==> config.mk <==
export PLATFORM = sky130hd
export DESIGN_NAME = address_break_unit
export DESIGN_NICKNAME = d
export VERILOG_FILES = /design/src/addr_break_pkg.sv /design/src/address_break_unit.sv
export SDC_FILE = /design/constraint.sdc
export NUM_CORES = 1
export LEC_CHECK = 0
export ABC_CLOCK_PERIOD_IN_PS = 2100
export BUFFER_PORTS_ARGS = -buffer_cell sky130_fd_sc_hd__buf_2
export CAP_MARGIN = 10
export CORE_MARGIN = 2
export CORE_UTILIZATION = 50
export CTS_CLUSTER_DIAMETER = 40
export DETAILED_ROUTE_END_ITERATION = 16
export GPL_TIMING_DRIVEN = 0
export HOLD_SLACK_MARGIN = 0.05
export PLACE_DENSITY = 0.81
export SYNTH_ARGS = -nofsm -noshare
export SYNTH_HDL_FRONTEND = slang
export SYNTH_SLANG_ARGS = --single-unit
==> constraint.sdc <==
create_clock -name ref_clk -period 2.1 [get_ports ref_clk]
set_input_delay 0.42 -clock ref_clk [delete_from_list [all_inputs] [get_ports ref_clk]]
set_output_delay 0.42 -clock ref_clk [all_outputs]
set_load 0.05 [all_outputs]
==> src/addr_break_pkg.sv <==
package addr_break_pkg;

	// Register offsets; a 16-bit register occupies two byte addresses
	localparam logic [15:0] OFS_CONDITION  = 16'hf096;
	localparam logic [15:0] OFS_STATUS     = 16'hf097;
	localparam logic [15:0] OFS_ADDR_HIGH  = 16'hf098;
	localparam logic [15:0] OFS_ADDR_LOW   = 16'hf099;
	localparam logic [15:0] OFS_DATA_HIGH  = 16'hf09a;
	localparam logic [15:0] OFS_DATA_LOW   = 16'hf09b;
	localparam logic [15:0] OFS_IRQ_STATUS = 16'hf09c;
	localparam logic [15:0] OFS_IRQ_MASK   = 16'hf09d;

	// Field positions
	localparam int BIT_HIT_FLAG   = 7;
	localparam int BIT_IRQ_ENABLE = 6;
	localparam int BIT_RET_UNMASK = 7;
	localparam int BIT_CSEL_HI    = 6;
	localparam int BIT_CSEL_LO    = 5;
	localparam int BIT_ACMP_HI    = 4;
	localparam int BIT_ACMP_LO    = 2;
	localparam int BIT_DCMP_HI    = 1;
	localparam int BIT_DCMP_LO    = 0;

	// Reset values
	localparam logic [7:0]  RST_CONDITION = 8'h00;
	localparam logic [7:0]  RST_STATUS    = 8'h00;
	localparam logic [15:0] RST_ADDR      = 16'h0000;
	localparam logic [15:0] RST_DATA      = 16'h0000;
	localparam logic [1:0]  RST_EVT       = 2'h0;

	// Condition select codes
	localparam logic [1:0] CSEL_EXEC  = 2'h0;
	localparam logic [1:0] CSEL_READ  = 2'h1;
	localparam logic [1:0] CSEL_WRITE = 2'h2;

	// Address compare modes: number of low address bits ignored
	localparam logic [2:0] ACMP_FULL = 3'h0;

	localparam logic [1:0] DCMP_NONE = 2'h0;
	localparam logic [1:0] DCMP_BYTE = 2'h1;

	typedef struct packed {
		logic        exec;
		logic        rd;
		logic        wr;
		logic        return_from_exception;
		logic [15:0] addr;
		logic [15:0] data;
	} cpu_bus_s;

	typedef struct packed {
		logic [15:0] addr;
		logic [7:0]  wdata;
		logic        wr;
		logic        rd;
	} reg_req_s;

endpackage : addr_break_pkg

==> src/address_break_unit.sv <==
`timescale 1ns/100ps

module address_break_unit
(
	input  wire logic                     ref_clk,
	input  wire logic                     sys_rst,
	input  wire addr_break_pkg::reg_req_s req,
	output logic [7:0]                    rdata,
	input  wire addr_break_pkg::cpu_bus_s cpu,
	input  wire logic                     cpu_irq_masked,
	output logic                          break_irq,
	output logic                          irq
);

	logic [7:0]  cond_r;
	logic [7:0]  cond_nxt;
	logic        hit_r;
	logic        hit_nxt;
	logic        ien_r;
	logic        ien_nxt;
	logic        armed_r;
	logic        armed_nxt;
	logic [15:0] baddr_r;
	logic [15:0] baddr_nxt;
	logic [15:0] bdata_r;
	logic [15:0] bdata_nxt;
	logic [1:0]  evt_r;
	logic [1:0]  evt_nxt;
	logic [1:0]  emask_r;
	logic [1:0]  emask_nxt;
	logic [7:0]  rdata_r;
	logic [7:0]  rdata_nxt;
	logic        birq_r;
	logic        birq_nxt;
	logic        irq_r;
	logic        irq_nxt;
	logic        rte_win_r;
	logic        rte_win_nxt;

	logic [1:0]  csel;
	logic [2:0]  acmp;
	logic [1:0]  dcmp;
	logic [15:0] amask;
	logic        cycle_ok;
	logic        addr_ok;
	logic        data_ok;
	logic        match;
	logic        rd_status;

	always_comb
	begin
		csel = cond_r[addr_break_pkg::BIT_CSEL_HI:addr_break_pkg::BIT_CSEL_LO];
		acmp = cond_r[addr_break_pkg::BIT_ACMP_HI:addr_break_pkg::BIT_ACMP_LO];
		dcmp = cond_r[addr_break_pkg::BIT_DCMP_HI:addr_break_pkg::BIT_DCMP_LO];
		case (csel)
			addr_break_pkg::CSEL_EXEC:  cycle_ok = cpu.exec;
			addr_break_pkg::CSEL_READ:  cycle_ok = cpu.rd;
			addr_break_pkg::CSEL_WRITE: cycle_ok = cpu.wr;
			default:                    cycle_ok = cpu.rd | cpu.wr;
		endcase
		// Nonzero mode ignores that many low address bits
		amask = 16'hffff << acmp;
		if (acmp == addr_break_pkg::ACMP_FULL)
			amask = 16'hffff;
		addr_ok = ((cpu.addr ^ baddr_r) & amask) == 16'h0000;
		// Execution cycles carry no data, so no data test there
		if (dcmp == addr_break_pkg::DCMP_NONE || csel == addr_break_pkg::CSEL_EXEC)
			data_ok = 1'b1;
		else if (dcmp == addr_break_pkg::DCMP_BYTE)
			data_ok = cpu.data[15:8] == bdata_r[15:8];
		else
			data_ok = cpu.data[7:0] == bdata_r[7:0];
		match = cycle_ok & addr_ok & data_ok;
		rd_status = req.rd && req.addr == addr_break_pkg::OFS_STATUS;
	end

	always_comb
	begin
		cond_nxt    = cond_r;
		hit_nxt     = hit_r;
		ien_nxt     = ien_r;
		armed_nxt   = armed_r;
		baddr_nxt   = baddr_r;
		bdata_nxt   = bdata_r;
		emask_nxt   = emask_r;
		evt_nxt     = evt_r;
		rdata_nxt   = 8'h00;
		rte_win_nxt = cpu.return_from_exception;
		if (rd_status && hit_r)
			armed_nxt = 1'b1;
		if (req.wr)
		begin
			case (req.addr)
				addr_break_pkg::OFS_CONDITION: cond_nxt = req.wdata;
				addr_break_pkg::OFS_STATUS:
				begin
					ien_nxt = req.wdata[addr_break_pkg::BIT_IRQ_ENABLE];
					if (!req.wdata[addr_break_pkg::BIT_HIT_FLAG] && armed_r)
					begin
						hit_nxt   = 1'b0;
						armed_nxt = 1'b0;
					end
				end
				addr_break_pkg::OFS_ADDR_HIGH: baddr_nxt[15:8] = req.wdata;
				addr_break_pkg::OFS_ADDR_LOW:  baddr_nxt[7:0]  = req.wdata;
				addr_break_pkg::OFS_DATA_HIGH: bdata_nxt[15:8] = req.wdata;
				addr_break_pkg::OFS_DATA_LOW:  bdata_nxt[7:0]  = req.wdata;
				addr_break_pkg::OFS_IRQ_MASK:  emask_nxt = req.wdata[1:0];
				default: ;
			endcase
		end
		if (req.rd)
		begin
			case (req.addr)
				addr_break_pkg::OFS_CONDITION: rdata_nxt = cond_r;
				addr_break_pkg::OFS_STATUS:
					rdata_nxt = {hit_r, ien_r, 6'h00};
				addr_break_pkg::OFS_ADDR_HIGH: rdata_nxt = baddr_r[15:8];
				addr_break_pkg::OFS_ADDR_LOW:  rdata_nxt = baddr_r[7:0];
				addr_break_pkg::OFS_DATA_HIGH: rdata_nxt = bdata_r[15:8];
				addr_break_pkg::OFS_DATA_LOW:  rdata_nxt = bdata_r[7:0];
				addr_break_pkg::OFS_IRQ_STATUS:
				begin
					rdata_nxt = {6'h00, evt_r};
					evt_nxt   = 2'h0;
				end
				addr_break_pkg::OFS_IRQ_MASK:  rdata_nxt = {6'h00, emask_r};
				default:                       rdata_nxt = 8'h00;
			endcase
		end
		// Hardware set placed last so it wins over any clear
		if (match)
		begin
			hit_nxt    = 1'b1;
			evt_nxt[0] = 1'b1;
		end
		if (birq_nxt && !birq_r)
			evt_nxt[1] = 1'b1;
		irq_nxt = |(evt_nxt & emask_nxt);
	end

	// Request follows flag and enable; the return window can lift the core mask
	always_comb
	begin
		birq_nxt = hit_nxt & ien_nxt;
		if (cpu_irq_masked && !(rte_win_r && cond_r[addr_break_pkg::BIT_RET_UNMASK]))
			birq_nxt = 1'b0;
	end

	always_ff @(posedge ref_clk or posedge sys_rst)
	begin
		if (sys_rst)
		begin
			cond_r    <= addr_break_pkg::RST_CONDITION;
			hit_r     <= addr_break_pkg::RST_STATUS[addr_break_pkg::BIT_HIT_FLAG];
			ien_r     <= addr_break_pkg::RST_STATUS[addr_break_pkg::BIT_IRQ_ENABLE];
			armed_r   <= 1'b0;
			baddr_r   <= addr_break_pkg::RST_ADDR;
			bdata_r   <= addr_break_pkg::RST_DATA;
			evt_r     <= addr_break_pkg::RST_EVT;
			emask_r   <= addr_break_pkg::RST_EVT;
			rdata_r   <= 8'h00;
			birq_r    <= 1'b0;
			irq_r     <= 1'b0;
			rte_win_r <= 1'b0;
		end
		else
		begin
			cond_r    <= cond_nxt;
			hit_r     <= hit_nxt;
			ien_r     <= ien_nxt;
			armed_r   <= armed_nxt;
			baddr_r   <= baddr_nxt;
			bdata_r   <= bdata_nxt;
			evt_r     <= evt_nxt;
			emask_r   <= emask_nxt;
			rdata_r   <= rdata_nxt;
			birq_r    <= birq_nxt;
			irq_r     <= irq_nxt;
			rte_win_r <= rte_win_nxt;
		end
	end

	assign rdata     = rdata_r;
	assign break_irq = birq_r;
	assign irq       = irq_r;

endmodule : address_break_unit

Word-level counts from Yosys, hierarchy flattened. Cells that the tools add are included.

Register bits: 58. RAM bits: 0. Logic and storage cells: 78. Latch bits: 0. Memories: 0. Bits in read-only memories: 0.

Bitwise logic cells: 7. Reduce and logical (&&, ||, !) cells: 20. Multipliers: 0. Equal/unequal tests: 13. Div/mod/pow operators: 0. Shift-type cells: 1. $add $sub $neg: 0. Multiplexer cells: 23. Order comparisons: 0.

Operators with widths (count): equality test 16 bit, second input constant (8); one-hot mux 8 bit (8 select lines) (1); bitwise AND 16 bit (1); equality test 8 bit (2); zero test 16 bit (1); two-way mux 16 bit (1); << shifter 16 x 3 -> 16 bit, first input constant (1); XOR 16 bit (1); two-way mux 1 bit (15); AND reduction 2 bit (5); two-way mux 2 bit (4); two-way mux 8 bit (1); logical AND 1 bit (6); equality test 2 x 1 -> 1 bit, second input constant (2); zero test 2 bit (2); bitwise AND 1 bit (3); zero test 1 bit (3); zero test 3 bit (1); one-hot mux 1 bit (3 select lines) (1); bitwise AND 2 bit (1); equality test 2 bit, second input constant (1); OR reduction 2 bit (1); logical OR 1 bit (1); bitwise OR 1 bit (1).

Depth between registers and ports, before layout. Gate-level depths: netlist of run 1.

Depth after elaboration: 13. Gate-level depth with buffers: 7. Depth with buffers taken out: 7.

Worst setup path before layout of run 1. Ideal clock, no wire load.

Kind: input to register. From: in req[21] (netlist name). To: reg irq_r (netlist: irq). Setup slack: 0.163 ns. Required time: 1.976 ns. Stages on the path: 7. Arrival: 1.813 ns. Buffers on the path: 0. Cells stage by stage: and4bb_2 > nand4_1 > nor2_1 > mux2_2 > nand2_1 > nor3_1 > a211o_1.

Elaborated cells on any way between the ends: 19. Classes of those cells: eq/ne: 3; mux: 12; bitwise: 2; reduce/logical: 2.

RTL lines: start: declaration (RTL line address_break_unit.sv:7) `input wire addr_break_pkg::reg_req_s req,`; equality test 16 bit (RTL line address_break_unit.sv:93) `case (req.addr)`; two-way mux 1 bit (RTL line address_break_unit.sv:93); two-way mux 1 bit (RTL line address_break_unit.sv:91) `if (req.wr)`; named net ien_nxt (RTL line address_break_unit.sv:20) `logic ien_nxt;`; bitwise AND 1 bit (RTL line address_break_unit.sv:145) `birq_nxt = hit_nxt & ien_nxt;`; two-way mux 1 bit (RTL line address_break_unit.sv:146) `if (cpu_irq_masked && !(rte_win_r && cond_r[addr_break_pkg::BIT_RET_UNMASK]))`; logical AND 1 bit (RTL line address_break_unit.sv:137) `if (birq_nxt && !birq_r)`; two-way mux 1 bit (RTL line address_break_unit.sv:137); bitwise AND 2 bit (RTL line address_break_unit.sv:139) `irq_nxt = |(evt_nxt & emask_nxt);`; OR reduction 2 bit (RTL line address_break_unit.sv:139); named net irq_nxt (RTL line address_break_unit.sv:36) `logic irq_nxt;`; end signal: assignment (RTL line address_break_unit.sv:179) `irq_r <= irq_nxt;`; end: declaration (RTL line address_break_unit.sv:35) `logic irq_r;`.

The timed path passes the listed nets, and every way through them passes these cells. A chain may end at the register's enable or synchronous reset.

Final worst setup path of run 1.
From: reg bdata_r[6]. To: reg evt_r[1].

Cells in the longest elaborated chain, start to end: 9.

Ends and longest elaborated chain: start: declaration (RTL line address_break_unit.sv:25) `logic [15:0] bdata_r;`; start signal: assignment (RTL line address_break_unit.sv:159) `bdata_r <= addr_break_pkg::RST_DATA;`; start signal: assignment (RTL line address_break_unit.sv:174) `bdata_r <= bdata_nxt;`; equality test 8 bit (RTL line address_break_unit.sv:72) `data_ok = cpu.data[7:0] == bdata_r[7:0];`; two-way mux 1 bit (RTL line address_break_unit.sv:69) `else if (dcmp == addr_break_pkg::DCMP_BYTE)`; two-way mux 1 bit (RTL line address_break_unit.sv:67) `if (dcmp == addr_break_pkg::DCMP_NONE || csel == addr_break_pkg::CSEL_EXEC)`; bitwise AND 1 bit (RTL line address_break_unit.sv:73) `match = cycle_ok & addr_ok & data_ok;`; two-way mux 1 bit (RTL line address_break_unit.sv:132) `if (match)`; bitwise AND 1 bit (RTL line address_break_unit.sv:145); two-way mux 1 bit (RTL line address_break_unit.sv:146); logical AND 1 bit (RTL line address_break_unit.sv:137); two-way mux 1 bit (RTL line address_break_unit.sv:137); named net evt_nxt[1] (RTL line address_break_unit.sv:28) `logic [1:0] evt_nxt;`; end signal: assignment (RTL line address_break_unit.sv:160) `evt_r <= addr_break_pkg::RST_EVT;`; end signal: assignment (RTL line address_break_unit.sv:175) `evt_r <= evt_nxt;`; end: declaration (RTL line address_break_unit.sv:27) `logic [1:0] evt_r;`.

The timed path passes the listed nets, and every way through them passes these cells.

==> summary.txt, run 1 <==
status = complete, no violations
WHS = 0.103 ns
diode count = 0
slowest library cell on the worst path = dfrtp_1
WP buf/inv = 0
CTS Buf Count = 9
# rows = 28
Post-CTS Resized = 0
fmax = 0.488 GHz
Worst EP required = 2.36 ns
Yosys cell types = 44
chip height = 82.5 um
register bit count reported by yosys = 58
# H-tree levels = 3
RSZ-0062 raised after global routing = false
# IOs = 75
Worst path max stage delay = 0.40 ns
Fill cells = 490
Power Density = 600 nW/um2
final setup violation count = 0
register area share after synthesis = 47.1%
Die Area = 6810 um2
Hold WC Path Type = in2async
DPL Wire Length = 5.63 mm
asr flop ratio synth = 100%
fin worst setup slack = 0.0512 ns
first-pass GRT wire length = 12.0 mm
Detail Route Antenna Nets = 0
PortBufs = 74
worst slack, placed = -0.169 ns
Mapped Cells = 255
final setup TNS = 0 ns
final core occ = 63.0%
via count = 2361
TritonCTS clock tree = done
Static Leak = 1.84 nW
gr usage total = 24.6%
Worst Tran Pin Value = 0.494 ns
max-slew violation count = 0
clk buf depth = 2
clock period minus worst slack = 2.05 ns
final count of hold timing violations = 0
cell area after synthesis = 3080 um2
DR pass1 iterations = 4
CP Cell Sequence = xnor2_1, nand4_1, nor4_1, a31oi_1, a211o_1, a211o_1, nand2_1
warnings from Yosys = 0
Clk Latency, worst-skew pair = 0.34 ns
Reg area = 1450 um2
gpl congestion = 0.877
Synth Area per Inst = 12.1 um2
DRC = 0
Clock Skew = 0.00916 ns
hold_buf cts = 0
grt ovf = 0
clock root cell = clkbuf_8
Area Growth Syn to Fin = 21.6%
share of cells above drive strength 1 = 44.2%
Vias/cell = 5.61
initial drt markers = 218
drt total wl = 7.51 mm
# Post-CTS Setup Buffers = 0
Die Wd = 82.5 um
Final Cycle Share = 97.6%
crit path max fanout = 5
CP startpoint kind = flop
fin nets = 406
Reg clk slew, reported paths = 0.07 ns
initial antenna violation count = 0
Most Frequent Cell on Critical Path = a211o_1
Setup Crit Path Kind = reg2reg
dominant delay contributor by cell family on the critical path = compound AO/OA/AOI/OAI gates
Worst VDD drop = 0.000325 V
Syn Nets = 320
vias in the first global route = 2411
area of the core = 5960 um2
max-cap violations = 0
element type at the critical path end = flop
ys flop type = dfrtp_1
area of the multi-input gates = 1590 um2
EDFF count, synth = 0
DR WL/cell = 17.8 um
Initial Util = 51.8%
critical path arrival = 2.31 ns
max_slew headroom = 67.0%
CTS sink count = 58
largest net degree at the start of global routing = 38
## per-layer routing
layer / GRT usage [%] / wire length (um) / vias up
met4: 10.0 / 205 / 0
met5: 0 / 0 / -
li1: - / - / 1099
met2: 41.0 / 3730 / 97
met1: 31.0 / 3140 / 1149
met3: 5.65 / 437 / 16
## worst paths after layout
kind	from	to	slack, ns	cells past startpoint
worst max-delay path	bdata_r[6]	evt_r[1]	0.05	7
worst min-delay path	sys_rst	rdata[2]	0.10	2
worst max register to register	bdata_r[6]	evt_r[1]	0.05	7
worst min register to register	armed_r	armed_r	0.53	1
max in group asynchronous	sys_rst	bdata_r[3]	1.43	3
min in group ref_clk	cpu[32]	rte_win_r	0.20	1
## Yosys cell counts, types with 2 or more instances
cell      instances  area share (%)
a211o_1           3            0.85
a21boi_0          2            0.49
a21oi_1           7             1.1
a22oi_1           2            0.49
a311oi_1          2            0.57
a31oi_1           2            0.41
buf_2             3            0.49
clkbuf_1          2            0.24
dfrtp_1          58              47
inv_1             6            0.73
mux2_2           42              15
mux2i_1           4             1.3
mux4_2            7             5.1
nand2_1          19             2.3
nand2_2           2            0.41
nand2b_1          5             1.0
nand3_1           2            0.32
nand4_1           7             1.4
nor2_1           12             1.5
nor2_2            2            0.41
nor2b_1           5             1.0
nor3_1            5            0.81
nor4_1            2            0.41
o21ai_0           3            0.49
o22a_1            2            0.57
xnor2_1          19             5.4
xor2_1           13             3.7
## state kept, by name, indices dropped and copies added (netlist names)
| signal | count |
|---|---|
| armed_r | 1 |
| baddr_r | 16 |
| bdata_r | 16 |
| break_irq | 1 |
| cond_r | 8 |
| emask_r | 2 |
| evt_r | 2 |
| hit_r | 1 |
| ien_r | 1 |
| irq | 1 |
| rdata | 8 |
| rte_win_r | 1 |
## cells in the final DEF, fill, tap and decap left out, types with 2 or more instances in the layout
cell,netlist,final
clkbuf_1,2,4
a31oi_1,2,2
nand2_1,19,19
a211o_1,3,3
mux2_2,42,42
nor2_1,12,12
nor2_2,2,2
o21ai_0,3,3
a311oi_1,2,2
dfrtp_1,58,58
a21boi_0,2,2
buf_2,3,77
a21oi_1,7,7
nor3_1,5,5
xor2_1,13,13
clkinv_2,0,2
clkbuf_8,0,12
nand2_2,2,2
inv_1,6,5
o22a_1,2,2
xnor2_1,19,19
a22oi_1,2,2
nand4_1,7,7
nand2b_1,5,5
nand3_1,2,2
mux4_2,7,7
nor2b_1,5,5
nor4_1,2,2
mux2i_1,4,4
## cell families after synthesis
family	Yosys count	share of synthesized area, %
xor gates and xnor gates	32	9.09
DFF	58	47.1
and+or+nand+nor	74	14.1
muxes	54	22.6
buffers and inverters	11	1.46
AOI/OAI and AO/OA	26	5.72
## worst reg2reg max path, delay by kind of cell, from the launching register on
kind                      cells  cell delay [ns]
and+or+nand+nor               3             0.53
xor gates and xnor gates      1             0.26
AOI/OAI and AO/OA             3             0.78
DFF                           1             0.40
## report_power, final
group / switching (W) / total [W] / leakage, nW / internal [W]
clock network: 0.000425 / 0.000947 / 0.0965 / 0.000522
logic: 0.0000999 / 0.000183 / 0.932 / 0.0000831
registers: 0.000000515 / 0.00112 / 0.808 / 0.00112
## per-stage QoR
| step | instance area, um2 | power [W] | cells |
|---|---|---|---|
| after global routing | 3750 | 0.00233 | 421 |
| after global placement | 3550 | 0.00132 | 404 |
| final | 3750 | 0.00225 | 421 |
| after floorplan | 3080 | 0.00122 | 255 |
| after detailed placement | 3570 | 0.00132 | 405 |
| after CTS | 3750 | 0.00227 | 421 |
## cell type report
class,count,area share [%]
buffer,5,0.600
clock buffer,14,4.60
clock inverter,2,0.267
inverter,6,0.600
multi-input combinational,186,42.3
sequential,58,38.7
tap,75,2.50
timing repair buffer,75,10.4
(Power assumes the default switching activity.)
==> run 2, diff against run 1 <==
--- a/config.mk
+++ b/config.mk
@@ -15,6 +15,7 @@
 export GPL_TIMING_DRIVEN = 0
 export HOLD_SLACK_MARGIN = 0.05
 export PLACE_DENSITY = 0.81
+export REMOVE_ABC_BUFFERS = 1
 export SYNTH_ARGS = -nofsm -noshare
 export SYNTH_HDL_FRONTEND = slang
 export SYNTH_SLANG_ARGS = --single-unit
==> run 2 against run 1 <==
Total power rose by 0.36%. Sequential power barely moved. Global-route usage fell by 0.21 points. Final area rose by 0.43%. Combinational power barely moved. Worst hold slack improved by 0.020 ns. Die area did not move. Final cell count fell by 0.48%. Critical endpoint unchanged.
==> summary.txt, run 2 (synthesis results as in run 1) <==
largest net degree at the start of global routing = 35 (-7.9%)
top flop regs = baddr_r x16, bdata_r x16
DR WL/cell = 18.1 um (+1.1%)
Hold WC Path Type = in2async
hold_buf cts = 0 (unchanged)
CP Cell Sequence = nor3b_1, a221oi_1, nor4_2, nand4_1, a211o_1, a211o_1, nand2_1
Clock Skew = 0.00724 ns (-0.00191 ns)
Fill cells = 467 (-4.7%)
clock root cell = clkbuf_8
vias in the first global route = 2423 (+0.50%)
final setup violation count = 0 (unchanged)
commonest non-fill, non-tap cell in the layout = buf_2
element type at the critical path end = flop
via count = 2409 (+2.0%)
initial drt markers = 130 (-40%)
RSZ-0062 raised after global routing = false
slowest library cell on the worst path = dfrtp_1
max_slew headroom = 62.3% (-4.8 points)
status = complete, no violations
max-slew violation count = 0 (unchanged)
fmax = 0.510 GHz (+4.5%)
first-pass GRT wire length = 11.8 mm (-1.7%)
fin nets = 404 (-0.49%)
Reg area = 1450 um2 (unchanged)
Detail Route Antenna Nets = 0 (unchanged)
chip height = 82.5 um (unchanged)
max-cap violations = 0 (unchanged)
initial antenna violation count = 0 (unchanged)
DR pass1 iterations = 7 (+3)
critical path arrival = 2.24 ns (-0.07 ns)
DPL Wire Length = 5.60 mm (-0.52%)
# rows = 28 (unchanged)
Vias/cell = 5.75 (+2.5%)
Initial Util = 51.8% (unchanged)
crit path max fanout = 5 (unchanged)
Worst path max stage delay = 0.45 ns (+0.05 ns)
final count of hold timing violations = 0 (unchanged)
Static Leak = 1.84 nW (+0.25%)
Worst EP required = 2.38 ns (+0.02 ns)
gr usage total = 24.4% (-0.21 points)
most frequent cells in the layout = 73 x buf_2, 58 x dfrtp_1, 42 x mux2_2, 19 x nand2_1, 18 x xnor2_1
area of the multi-input gates = 1600 um2 (+0.87%)
CTS Buf Count = 9 (unchanged)
TritonCTS clock tree = done
Final Cycle Share = 93.3% (-4.2 points)
Area Growth Syn to Fin = 22.1%
clk buf depth = 2 (unchanged)
drt total wl = 7.56 mm (+0.65%)
final core occ = 63.3% (+0.27 points)
Most Frequent Cell on Critical Path = a211o_1
PortBufs = 74 (unchanged)
share of cells above drive strength 1 = 45.1% (+0.84 points)
Power, Total = 0.00226 W (+0.36%)
diode count = 0 (unchanged)
Die Wd = 82.5 um (unchanged)
grt ovf = 0 (unchanged)
DRC = 0 (unchanged)
CP startpoint kind = flop
clock period minus worst slack = 1.96 ns (-0.0890 ns)
# IOs = 75 (unchanged)
# H-tree levels = 3 (unchanged)
CTS sink count = 58 (unchanged)
Die Area = 6810 um2 (unchanged)
Clk Latency, worst-skew pair = 0.34 ns (about the same)
Reg clk slew, reported paths = 0.07 ns (about the same)
WP buf/inv = 0 (unchanged)
Power Density = 599 nW/um2 (about the same)
gpl congestion = 0.794 (-9.5%)
area of the core = 5960 um2 (unchanged)
Setup Crit Path Kind = reg2reg
Worst Tran Pin Value = 0.566 ns (+0.0721 ns)
dominant delay contributor by cell family on the critical path = simple AND/OR/NAND/NOR gates
Worst VDD drop = 0.000294 V (-9.5%)
run 2: cell count changes in the layout (fill, tap and decap cells not counted), sizes merged:
cell / previous run / this run
clkbuf: 16 / 14
run 2: timing repair:
item                       in CTS  in global routing
setup endpoints to repair       1                  1
pin swaps                       0                  1
resized for setup               2                  2
buffers inserted                0                  3
hold endpoints to repair        0                  0
run 2: per-layer routing:
metal / global-route usage, % / up-vias / routed length, um
li1: - / 1095 / -
met1: 29.9 / 1189 / 3060
met2: 41.0 / 116 / 3840
met3: 5.43 / 9 / 557
met4: 11.5 / 0 / 107
met5: 0 / - / 0
run 2: where the power goes:
group / total [W] / internal (W) / switching [W]
Clock: 0.000954 / 0.000522 / 0.000432
Combinational: 0.000184 / 0.0000826 / 0.000101
Sequential: 0.00112 / 0.00112 / 0.000000537
run 2: final timing paths:
kind                            from          to  slack (ns)  cells after the start
min in group ref_clk         cpu[32]   rte_win_r        0.19                      1
setup reg to reg           cond_r[5]    evt_r[1]        0.14                      7
setup / recovery           cond_r[5]    evt_r[1]        0.14                      7
hold / removal               sys_rst    rdata[3]        0.12                      2
hold reg to reg              armed_r     armed_r        0.47                      1
max in group asynchronous    sys_rst  bdata_r[8]        1.41                      3
run 2: worst register-to-register path, cell delays in order (launching register included):
cell	delay, ns
dfrtp_1	0.45
nor3b_1	0.20
a221oi_1	0.09
nor4_2	0.35
nand4_1	0.15
a211o_1	0.33
a211o_1	0.28
nand2_1	0.06
run 2: per-stage QoR:
step / cell area [um2] / instances / worst slack (ns) / setup TNS (ns) / hold slack, ns
floorplan: 3060 / 250 / 0.163 / 0 / 0.450
global placement: 3530 / 399 / -0.457 / -27.35 / 0.462
detailed placement: 3550 / 400 / -0.376 / -1.18 / 0.466
CTS: 3740 / 416 / 0.0622 / 0 / 0.136
global route: 3770 / 419 / 0.0186 / 0 / 0.164
finish: 3770 / 419 / 0.140 / 0 / 0.124
run 2: cell type report:
| type | instances | area share (%) |
|---|---|---|
| inverters | 6 | 0.598 |
| flip-flops and latches | 58 | 38.5 |
| clock inverters | 2 | 0.266 |
| repair buffers | 78 | 11.0 |
| multi-input cells | 186 | 42.5 |
| clock buffers | 14 | 4.58 |
| well taps | 75 | 2.49 |
==> run 3, diff against run 2 <==
--- a/config.mk
+++ b/config.mk
@@ -8,13 +8,15 @@
 export ABC_CLOCK_PERIOD_IN_PS = 2100
 export BUFFER_PORTS_ARGS = -buffer_cell sky130_fd_sc_hd__buf_2
 export CAP_MARGIN = 10
+export CELL_PAD_IN_SITES_DETAIL_PLACEMENT = 1
+export CELL_PAD_IN_SITES_GLOBAL_PLACEMENT = 2
 export CORE_MARGIN = 2
-export CORE_UTILIZATION = 50
+export CORE_UTILIZATION = 35
 export CTS_CLUSTER_DIAMETER = 40
 export DETAILED_ROUTE_END_ITERATION = 16
 export GPL_TIMING_DRIVEN = 0
 export HOLD_SLACK_MARGIN = 0.05
-export PLACE_DENSITY = 0.81
+export PLACE_DENSITY = 0.86
 export REMOVE_ABC_BUFFERS = 1
 export SYNTH_ARGS = -nofsm -noshare
 export SYNTH_HDL_FRONTEND = slang
==> run 3 against run 2 <==
Register-to-register slack about the same. Core utilization down 18 points. First-iteration DRC count fell by 28%. Critical path type is now in2reg. Final area rose by 2.9%.
==> summary.txt, run 3 (synthesis results as in run 1) <==
status = complete, no violations
top flop regs = baddr_r x16, bdata_r x16
fmax = 0.508 GHz (-0.38%)
# rows = 34 (+21%)
Final Cycle Share = 93.7% (+0.35 points)
Setup Crit Path Kind = in2reg
CP Cell Sequence = buf_2, nand2_1, nor2_1, mux2_2, a21boi_0, a211o_1
TritonCTS clock tree = done
dominant delay contributor by cell family on the critical path = buffers and inverters
initial drt markers = 94 (-28%)
vias in the first global route = 2611 (+7.8%)
Hold WC Path Type = in2async
Power, Total = 0.00270 W (+20%)
critical path arrival = 2.19 ns (-0.05 ns)
fin nets = 402 (-0.50%)
GRT met3 Usage = 4.22% (-1.2 points)
crit path max fanout = 22 (+17)
first-pass GRT wire length = 14.0 mm (+19%)
Static Leak = 1.87 nW (+1.4%)
drt total wl = 8.89 mm (+18%)
Vias/cell = 5.37 (-6.7%)
element type at the critical path end = flop
# IOs = 75 (unchanged)
Detail Route Antenna Nets = 0 (unchanged)
WP buf/inv = 1 (+1)
commonest non-fill, non-tap cell in the layout = buf_2
hold_buf cts = 0 (unchanged)
Reg area = 1450 um2 (unchanged)
Clk Latency, worst-skew pair = 0.34 ns (about the same)
slowest library cell on the worst path = buf_2
grt met1 use = 24.7% (-5.2 points)
Worst Tran Pin Value = 0.691 ns (+0.125 ns)
DRC = 0 (unchanged)
Die Area = 9580 um2 (+41%)
met2 Use GR = 31.8% (-9.1 points)
diode count = 0 (unchanged)
CTS sink count = 58 (unchanged)
area of the multi-input gates = 1600 um2 (-0.31%)
gpl congestion = 0.830 (+4.5%)
share of cells above drive strength 1 = 45.0% (about the same)
grt peak-use layer = met2
Area Growth Syn to Fin = 25.7%
initial antenna violation count = 0 (unchanged)
DR WL/cell = 19.8 um (+9.5%)
DPL Wire Length = 6.59 mm (+18%)
RSZ-0062 raised after global routing = false
Worst path max stage delay = 0.49 ns (+0.04 ns)
max-cap violations = 0 (unchanged)
gr usage total = 19.3% (-5.1 points)
DR pass1 iterations = 4 (-3)
final setup violation count = 0 (unchanged)
Fill cells = 982 (+110%)
CP startpoint kind = input pin
area of the core = 8640 um2 (+45%)
PortBufs = 74 (unchanged)
largest net degree at the start of global routing = 33 (-5.7%)
most frequent cells in the layout = 73 x buf_2, 58 x dfrtp_1, 42 x mux2_2, 19 x nand2_1, 19 x xnor2_1
Die Wd = 97.9 um (+19%)
grt ovf = 0 (unchanged)
CTS Buf Count = 9 (unchanged)
fin worst setup slack = 0.133 ns (-0.00740 ns)
worst slack, placed = -0.441 ns (-0.0646 ns)
max-slew violation count = 0 (unchanged)
max_slew headroom = 53.9% (-8.4 points)
Worst VDD drop = 0.000288 V (-2.1%)
via count = 2415 (+0.25%)
Initial Util = 35.7% (-16 points)
Worst EP required = 2.32 ns (-0.06 ns)
Reg clk slew, reported paths = 0.07 ns (about the same)
final count of hold timing violations = 0 (unchanged)
clock period minus worst slack = 1.97 ns (+0.00740 ns)
Power Density = 696 nW/um2 (+16%)
clk buf depth = 2 (unchanged)
chip height = 97.9 um (+19%)
Clock Skew = 0.00836 ns (+0.00112 ns)
# H-tree levels = 3 (unchanged)
clock root cell = clkbuf_8
run 3: cell types whose count changed in the layout (fill, tap and decap cells not counted), sizes merged:
cell / change
bufinv: +4
clkbuf: -3
buf: -2
clkinv: -1
run 3: power by group:
group          internal, W  switching (W)
registers          0.00112    0.000000549
clock network     0.000939       0.000454
logic            0.0000826       0.000104
total              0.00214       0.000559
run 3: what timing repair did:
| action | CTS | global route |
|---|---|---|
| resized for setup | 1 | 3 |
| pin swaps | 0 | 1 |
| setup buffers | 0 | 1 |
| setup endpoints to repair | 1 | 1 |
run 3: final cells by class:
type,count,area share [%]
Clock buffer,11,3.65
Clock inverter,5,3.23
Inverter,6,0.581
Multi-Input combinational cell,186,41.2
Sequential cell,58,37.4
Tap cell,108,3.49
Timing Repair Buffer,76,10.4
run 3: path summary, 6_finish.rpt:
check	slack, ns	depth (start not counted)	endpoint	start
setup / recovery	0.13	6	irq	req[10]
hold / removal	0.18	2	baddr_r[5]	sys_rst
setup reg to reg	0.14	7	irq	cond_r[5]
hold reg to reg	0.48	1	armed_r	armed_r
max in group asynchronous	1.34	3	rte_win_r	sys_rst
min in group ref_clk	0.19	1	rte_win_r	cpu[32]
run 3: per-layer routing:
layer | share of wire [%] | wire length [um]
met1 | 43 | 3800
met2 | 49 | 4390
met3 | 5.8 | 515
met4 | 2.1 | 191
met5 | 0 | 0
run 3: per-stage QoR:
stage	std cells	cell area [um2]	hold slack, ns	utilization (%)	setup TNS, ns
finish	450	3880	0.176	44.9	0
global route	450	3880	0.177	44.9	0
CTS	449	3860	0.179	44.7	0
detailed placement	433	3590	0.472	41.5	-1.81
global placement	432	3570	0.464	41.3	-29.88
floorplan	250	3060	0.450	-	0
